File: src/uar_pkg.sv
//
// Behaviour
// bit recovery oversamples the line at sixteen ticks per bit; shifter advances per bit
// a complete 8 or 9 bit character moves into a two-entry buffer
// receiver runs only with receive enable 1, clocked mode 0, port enable 1
// port enable forces the input pin to input, ignoring its direction bit
// port enable drives the output pin, ignoring direction and port latch
// a falling edge on the idle-high line starts a character
// start bit rechecked at half bit; if high, drop silently and hunt again
// each later bit is taken one bit time on, by vote, into the shifter
// stop bit low marks a framing error for that character, high marks none
// after data and stop, push the character and raise the receive flag
// reading the data register returns the oldest character and removes it
// receive flag is high when enabled and a character is unread
// flag is independent of interrupt enables; interrupt needs all three enables set
// framing status is stored per character; flag shows the oldest one
// framing error neither stops reception nor raises an interrupt alone
// dropping port enable clears framing status; dropping receive enable keeps it
// third character with buffer full sets overrun and is discarded
// overrun cleared only by dropping receive or port enable; reception resumes
// nine-bit select shifts nine bits; ninth bit of oldest character shown
// software reads ninth bit and framing status before the data register
// characters arrive least significant bit first into bit zero
// bit timing comes from the shared baud generator tick
// vote takes three samples around the bit centre, two of three win
// reset or port enable low empties buffer, idles recovery, clears flags
//
package uar_pkg;

  // ***********************************************
  // timing and format constants
  // ***********************************************
  localparam int         OVERSAMPLE   = 16;    // ticks per bit
  localparam logic [3:0] VOTE_FIRST   = 4'h7;  // first sample before centre
  localparam logic [3:0] VOTE_LAST    = 4'h9;  // last sample, decision point
  localparam logic [3:0] BITS_EIGHT   = 4'h8;
  localparam logic [3:0] BITS_NINE    = 4'h9;
  localparam logic [1:0] FIFO_DEPTH   = 2'h2;
  localparam int         ENTRY_FRAMING_ERROR_FLAG   = 9;     // framing bit position in an entry
  localparam int         ENTRY_NINTH  = 8;     // ninth data bit position
  localparam logic       IDLE_LEVEL   = 1'b1;

  // ***********************************************
  // state types
  // ***********************************************
  typedef enum logic [3:0] {
    UAR_IDLE  = 4'h1,
    UAR_START = 4'h2,
    UAR_DATA  = 4'h4,
    UAR_STOP  = 4'h8
  } uar_state_t;

  typedef struct packed {
    uar_state_t      st;
    logic [3:0]      tick;
    logic [3:0]      nbits;
    logic [2:0]      vote;
    logic [8:0]      shift;
    logic [1:0]      count;
    logic [1:0][9:0] fifo;
    logic            overrun_error_flag;
    logic            line_q;
  } uar_reg_t;

  localparam uar_reg_t UAR_RESET = '{
    st: UAR_IDLE, tick: 4'h0, nbits: 4'h0, vote: 3'h7, shift: 9'h000,
    count: 2'h0, fifo: 20'h0_0000, overrun_error_flag: 1'b0, line_q: IDLE_LEVEL
  };

endpackage

File: src/uar_sync3.sv
`timescale 1ns/1ps
module uar_sync3
  import uar_pkg::*;
#(
  parameter logic RESET_LEVEL = IDLE_LEVEL
) (
  // clock and reset
  input  wire logic clk_in,
  input  wire logic reset_in,
  // raw pin and filtered level
  input  wire logic async_in,
  output logic      level_out
);

  typedef struct packed {
    logic s1;
    logic s2;
    logic s3;
    logic level;
  } uar_sync_t;

  uar_sync_t r;
  uar_sync_t next_r;

  // s1 feeds only s2; level moves once s2 and s3 agree
  always_comb begin
    next_r    = r;
    next_r.s1 = async_in;
    next_r.s2 = r.s1;
    next_r.s3 = r.s2;
    if (r.s2 == r.s3) begin
      next_r.level = r.s3;
    end
  end

  always_ff @(posedge clk_in or posedge reset_in) begin
    if (reset_in) begin
      r <= {4{RESET_LEVEL}};
    end else begin
      r <= next_r;
    end
  end

  assign level_out = r.level;

endmodule

File: src/uar_rx.sv
`timescale 1ns/1ps
module uar_rx
  import uar_pkg::*;
(
  // clock and reset
  input  wire logic       clk_in,
  input  wire logic       reset_in,
  // shared baud generator, sixteen ticks per bit
  input  wire logic       baud_tick_in,
  // control bits
  input  wire logic       serial_port_enable_in,
  input  wire logic       continuous_receive_enable_in,
  input  wire logic       clocked_mode_select_in,
  input  wire logic       nine_bit_receive_select_in,
  // interrupt enables
  input  wire logic       receive_irq_enable_in,
  input  wire logic       peripheral_irq_enable_in,
  input  wire logic       global_irq_enable_in,
  // receive data register read strobe
  input  wire logic       data_read_in,
  // serial input pin
  input  wire logic       serial_input_pin_in,
  input  wire logic       input_pin_latch_in,
  input  wire logic       input_pin_direction_in,
  output logic            serial_input_pin_out,
  output logic            serial_input_pin_oe_n_out,
  // serial output pin
  input  wire logic       transmit_serial_in,
  input  wire logic       output_pin_latch_in,
  input  wire logic       output_pin_direction_in,
  output logic            serial_output_pin_out,
  output logic            serial_output_pin_oe_n_out,
  // receive results
  output logic [7:0]      receive_data_out,
  output logic            ninth_received_bit_out,
  output logic            framing_error_flag_out,
  output logic            overrun_error_flag_out,
  output logic            receive_flag_out,
  output logic            irq_out
);

  // ***********************************************
  // declarations
  // ***********************************************
  uar_reg_t   r;
  uar_reg_t   next_r;
  logic       line;
  logic       rx_enable;
  logic       fall;
  logic       decide;
  logic       bit_val;
  logic       pop;
  logic [1:0] cnt_after;
  logic [3:0] width;
  logic [8:0] char_data;

  function automatic logic maj3(input logic [2:0] v);
    maj3 = (v[0] & v[1]) | (v[1] & v[2]) | (v[0] & v[2]);
  endfunction

  // ***********************************************
  // pin control
  // ***********************************************
  // port enable overrides direction bits on both pins
  assign serial_input_pin_out       = input_pin_latch_in;
  assign serial_input_pin_oe_n_out  = serial_port_enable_in | input_pin_direction_in;
  assign serial_output_pin_out      = serial_port_enable_in ? transmit_serial_in
                                                            : output_pin_latch_in;
  assign serial_output_pin_oe_n_out = ~serial_port_enable_in & output_pin_direction_in;

  // line is filtered, so a one-cycle glitch cannot start a character
  uar_sync3 #(
    .RESET_LEVEL (IDLE_LEVEL)
  ) u_sync (
    .clk_in    (clk_in),
    .reset_in  (reset_in),
    .async_in  (serial_input_pin_in),
    .level_out (line)
  );

  // ***********************************************
  // receive control
  // ***********************************************
  // the three-bit enable condition
  assign rx_enable = serial_port_enable_in & continuous_receive_enable_in
                   & ~clocked_mode_select_in;
  assign fall      = r.line_q & ~line;
  assign decide    = baud_tick_in & (r.tick == VOTE_LAST);
  assign bit_val   = maj3({r.vote[1:0], line});
  assign pop       = data_read_in & (r.count != 2'h0);
  assign width     = nine_bit_receive_select_in ? BITS_NINE : BITS_EIGHT;
  // an eight-bit character sits in the upper shifter bits
  assign char_data = nine_bit_receive_select_in ? r.shift
                                                : {1'b0, r.shift[8:1]};

  // next-state logic for recovery, buffer and flags
  always_comb begin
    next_r    = r;
    cnt_after = r.count;
    if (!serial_port_enable_in) begin
      next_r = UAR_RESET;
    end else begin
      // read returns the head; the tail moves up and is cleared
      if (pop) begin
        next_r.fifo[0] = r.fifo[1];
        next_r.fifo[1] = 10'h000;
        next_r.count   = r.count - 2'h1;
      end
      cnt_after     = next_r.count;
      next_r.line_q = line;
      if (!rx_enable) begin
        next_r.st = UAR_IDLE;
        if (!continuous_receive_enable_in) begin
          next_r.overrun_error_flag = 1'b0;
        end
      end else begin
        case (r.st)
          UAR_IDLE: begin
            // overrun blocks new characters until it is cleared
            if (fall && !r.overrun_error_flag) begin
              next_r.st    = UAR_START;
              next_r.tick  = 4'h0;
              next_r.nbits = 4'h0;
            end
          end
          default: begin
            if (baud_tick_in) begin
              next_r.tick = r.tick + 4'h1;
              if (r.tick >= VOTE_FIRST && r.tick <= VOTE_LAST) begin
                next_r.vote = {r.vote[1:0], line};
              end
            end
            if (decide) begin
              case (r.st)
                UAR_START: begin
                  // start gone high at its centre: drop with no error
                  if (bit_val) begin
                    next_r.st = UAR_IDLE;
                  end else begin
                    next_r.st = UAR_DATA;
                  end
                end
                UAR_DATA: begin
                  next_r.shift = {bit_val, r.shift[8:1]};
                  next_r.nbits = r.nbits + 4'h1;
                  if (r.nbits + 4'h1 == width) begin
                    next_r.st = UAR_STOP;
                  end
                end
                UAR_STOP: begin
                  next_r.st = UAR_IDLE;
                  if (cnt_after == FIFO_DEPTH) begin
                    next_r.overrun_error_flag = 1'b1;
                  end else begin
                    // framing status travels with its character
                    if (cnt_after == 2'h0) begin
                      next_r.fifo[0] = {~bit_val, char_data};
                    end else begin
                      next_r.fifo[1] = {~bit_val, char_data};
                    end
                    next_r.count = cnt_after + 2'h1;
                  end
                end
                default: begin
                  next_r.st = UAR_IDLE;
                end
              endcase
            end
          end
        endcase
      end
    end
  end

  // state register
  always_ff @(posedge clk_in or posedge reset_in) begin
    if (reset_in) begin
      r <= UAR_RESET;
    end else begin
      r <= next_r;
    end
  end

  // ***********************************************
  // outputs
  // ***********************************************
  // head entry comes straight from flip-flops; cleared when empty
  assign receive_data_out       = r.fifo[0][7:0];
  assign ninth_received_bit_out = r.fifo[0][ENTRY_NINTH];
  assign framing_error_flag_out = r.fifo[0][ENTRY_FRAMING_ERROR_FLAG];
  assign overrun_error_flag_out = r.overrun_error_flag;
  assign receive_flag_out       = rx_enable & (r.count != 2'h0);
  // framing status has no path to the interrupt
  assign irq_out = receive_flag_out & receive_irq_enable_in
                 & peripheral_irq_enable_in & global_irq_enable_in;
endmodule

File: config.mk
export PLATFORM = sky130hd
export DESIGN_NAME = uar_rx
export DESIGN_NICKNAME = d
export VERILOG_FILES = /design/src/uar_pkg.sv /design/src/uar_sync3.sv /design/src/uar_rx.sv
export SDC_FILE = /design/constraint.sdc
export NUM_CORES = 1
export LEC_CHECK = 0
export ABC_AREA = 1
export BUFFER_PORTS_ARGS = -buffer_cell sky130_fd_sc_hd__buf_4
export CAP_MARGIN = 0
export CORE_UTILIZATION = 58
export DETAILED_ROUTE_END_ITERATION = 12
export PLACE_DENSITY = 0.79
export SETUP_SLACK_MARGIN = 0.2
export SLEW_MARGIN = 10
export SYNTH_ARGS = -nofsm -noshare
export SYNTH_HDL_FRONTEND = slang
export SYNTH_SLANG_ARGS = --single-unit
File: constraint.sdc
create_clock -name clk_in -period 2.3 [get_ports clk_in]
set_clock_uncertainty 0.1 [all_clocks]
set_input_delay 0.69 -clock clk_in [delete_from_list [all_inputs] [get_ports clk_in]]
set_output_delay 0.69 -clock clk_in [all_outputs]
set_load 0.02 [all_outputs]
==> out/qor.yml <==
die:
  initial_core_util_pct: 61.0
  core.rowCount: 25
  die-height_um: 72.7
  die_w_um: 72.7
  core_mm2: 0.00475
  io_pins: 34
  dieArea_mm2: 0.00529
detailed_routing:
  num_vias: 2391
  vias_per_cell: 5.11
  drc: 0
  firstDrtPassIters: 4
  ant_nets: 0
  drt_iter0_drc: 145
  routedWlPerCell_um: 12.5
  routed_wl_um: 5860
pwr:
  power_leakage_nw: 1.76
  powerDensity_mw_per_mm2: 550
  ir_worst_vdd_uv: 394
yosys:
  synth_area_mm2: 0.00290
  synth_cell_types: 37
  synth_edf_count: 0
  ys_seq_area_share_pct: 44.3
  synthCells: 370
  async_flop_share_pct: 100
  ys_seq_elements: 51
  yosysWarnings: 0
  synth_nets: 393
  synth_flop_cell: "dfrtp_1"
  avgSynthCellArea_um2: 7.84
place:
  globalplace.congestion: 0.873
  dpl.hpwl_um: 4270
  dp_slack_ns: 0.116
  port_buffers: 31
sta:
  hold_viol: 0
  post-route-min-period_ns: 2.11
  tightestPinTransition_ns: 0.488
  rsz0062_at_grt: "true"
  maxSlewHeadroom_pct: 67.1
  setup_tns_ns: 0
  finalSetupViolCount: 0
  setup_slack_ns: 0.188
  fmax_mhz: 473
  period_share_pct: 91.8
  drv_slew: 0
global_route:
  grt_pass1_wl_um: 9670
  grt_usage_pct: 23.6
  antenna_found_initial: 0
  grt_max_degree: 22
  first_global_vias: 2234
  gr-total-overflow: 0
final_layout:
  drive_gt1_share_pct: 23.2
  diodes: 0
  area_growth_pct: 14.6
  fillers: 387
  nNetsFinal: 423
critical_path:
  crit_chain: "buf_6, nand2_2, nor2_4, inv_2, nor3_2, buf_4"
  required_ns: 1.51
  cpPeakStageDelay_ns: 0.17
  cp_max_fo: 7
  crit_start: "serial_port_enable_in"
  r2r_end: "r[13]$_DFF_PP0_"
  worst_setup_path_start_kind: "primary input"
  critPathSlowestCell: "buf_4"
  reg2reg_setup_slack_ns: 0.32
  crit_buf_inv: 3
  r2r_cells: 12
  rr_startpoint: "r[23]$_DFF_PP0_"
  cp.arrival_ns: 1.32
  worstSetupEndpointType: "primary output"
  path_class: "primary input to primary output"
  critical_path.top_delay_family: "buffers and inverters"
  worst-path-stages: 6
  setup.worst_path.end: "irq_out"
flow_run:
  cap_viol_max_count: 0
min_path:
  hold_path.class: "primary input to async pin"
clocking:
  cts_buffers: 5
  h-tree-depth: 2
  cts.hold.buffers_added: 0
  clk_pin_slew_ns: 0.09
  clockBufferDepth: 2
  root_buffer: "clkbuf_8"
  cts_tree: "done"
  clk_latency_ns: 0.31
  cts_sinks: 51
status:
  status: "finished clean"
## per-stage QoR
step	power, mW	instances	area [um2]	hold slack, ns	utilization, %
3_3_place_gp	1.25	458	3170	0.246	66.7
5_1_grt	1.91	468	3320	0.265	69.9
6_report	1.83	468	3320	0.254	69.9
4_1_cts	1.82	467	3300	0.263	69.4
3_5_place_dp	1.26	458	3170	0.249	66.7
2_1_floorplan	1.18	370	2910	0.245	-
## cells by family (layout without fill, tap and decap cells)
family / Yosys count / after routing / synth area share, %
flip-flops: 51 / 51 / 44.3
XOR/XNOR: 2 / 2 / 0.863
AND/OR/NAND/NOR: 178 / 178 / 26.8
AO/OA/AOI/OAI: 50 / 50 / 9.75
buffers and inverters: 72 / 103 / 11.8
adder cells (fa/ha/maj): 7 / 7 / 2.93
multiplexers: 10 / 10 / 3.45
## routing by layer
layer  wire length [um]  vias up  GRT usage, %
met4                 12        0          7.41
met2               2920       47          41.0
met5                  0        -             0
met3                191        3          3.45
met1               2740     1137          30.5
li1                   -     1204             -
## state kept, by name, summed over array words and instances, names as in the netlist
signal,flops
framing_error_flag_out,1
u_sync.next_r,2
r,36
u_sync.r,1
ninth_received_bit_out,1
u_sync.level_out,1
overrun_error_flag_out,1
receive_data_out,8
## what timing repair did
action / in CTS / in global routing
gates resized for setup: 6 / 5
endpoints found under the setup margin: 13 / 16
buffers inserted: 1 / 1
## area by class of cell
class                   instances  area (um2)  share of cell area [%]
well taps                      67        83.8                    2.52
multi-input cells             247        1310                    39.4
flip-flops and latches         51        1290                    38.7
repair buffers                 45         358                    10.8
clock buffers                   6        82.6                    2.48
inverters                      50         188                    5.65
clock inverters                 2        16.3                   0.489
## synthesized netlist by cell type (4+ instances only)
library cell,count,area [um2]
mux2i_1,10,100
nand3_1,20,100
o21ai_0,15,75.1
nand2_1,91,342
dfrtp_1,43,1080
buf_2,4,20.0
nor2_1,47,176
a21oi_1,16,80.1
ha_1,6,75.1
o22ai_1,4,25.0
nor2_2,4,25.0
o21ai_1,8,40.0
clkbuf_1,4,15.0
buf_4,10,75.1
inv_1,46,173
dfstp_2,8,210
buf_6,4,45.0
## where the power goes
part	switching, mW	leakage [nW]	internal, mW
Sequential	0.0192	0.682	0.933
Combinational	0.199	1.03	0.123
Clock	0.307	0.0474	0.246
## placed cells by master, fill, tap and decap left out, types with 2 or more instances in the layout
cell type	count
a21oi_1	16
buf_4	42
buf_6	2
clkbuf_8	6
dfrtp_1	43
dfstp_2	8
ha_1	4
ha_2	2
inv_1	43
inv_2	6
mux2i_1	10
nand2_1	88
nand2_2	6
nand3_1	20
nand3_2	2
nand3_4	2
nor2_1	46
nor2_2	5
nor2_4	2
o211ai_1	2
o21ai_0	15
o21ai_1	8
o22ai_1	4
or2_2	2
## how the worst min path moves through the flow
stage,slack [ns],end,depth (start not counted),startpoint
finish,0.25,r[37]$_DFFE_PP0P_,2,reset_in
global route,0.26,u_sync.next_r[1]$_DFF_PP1_,0,u_sync.next_r[2]$_DFF_PP1_
CTS,0.26,u_sync.next_r[1]$_DFF_PP1_,0,u_sync.next_r[2]$_DFF_PP1_
detailed placement,0.25,u_sync.next_r[1]$_DFF_PP1_,0,u_sync.next_r[2]$_DFF_PP1_
global placement,0.25,u_sync.next_r[1]$_DFF_PP1_,0,u_sync.next_r[2]$_DFF_PP1_
floorplan,0.25,u_sync.next_r[1]$_DFF_PP1_,0,u_sync.next_r[2]$_DFF_PP1_
No activity file was read; power rests on OpenSTA's default activity.
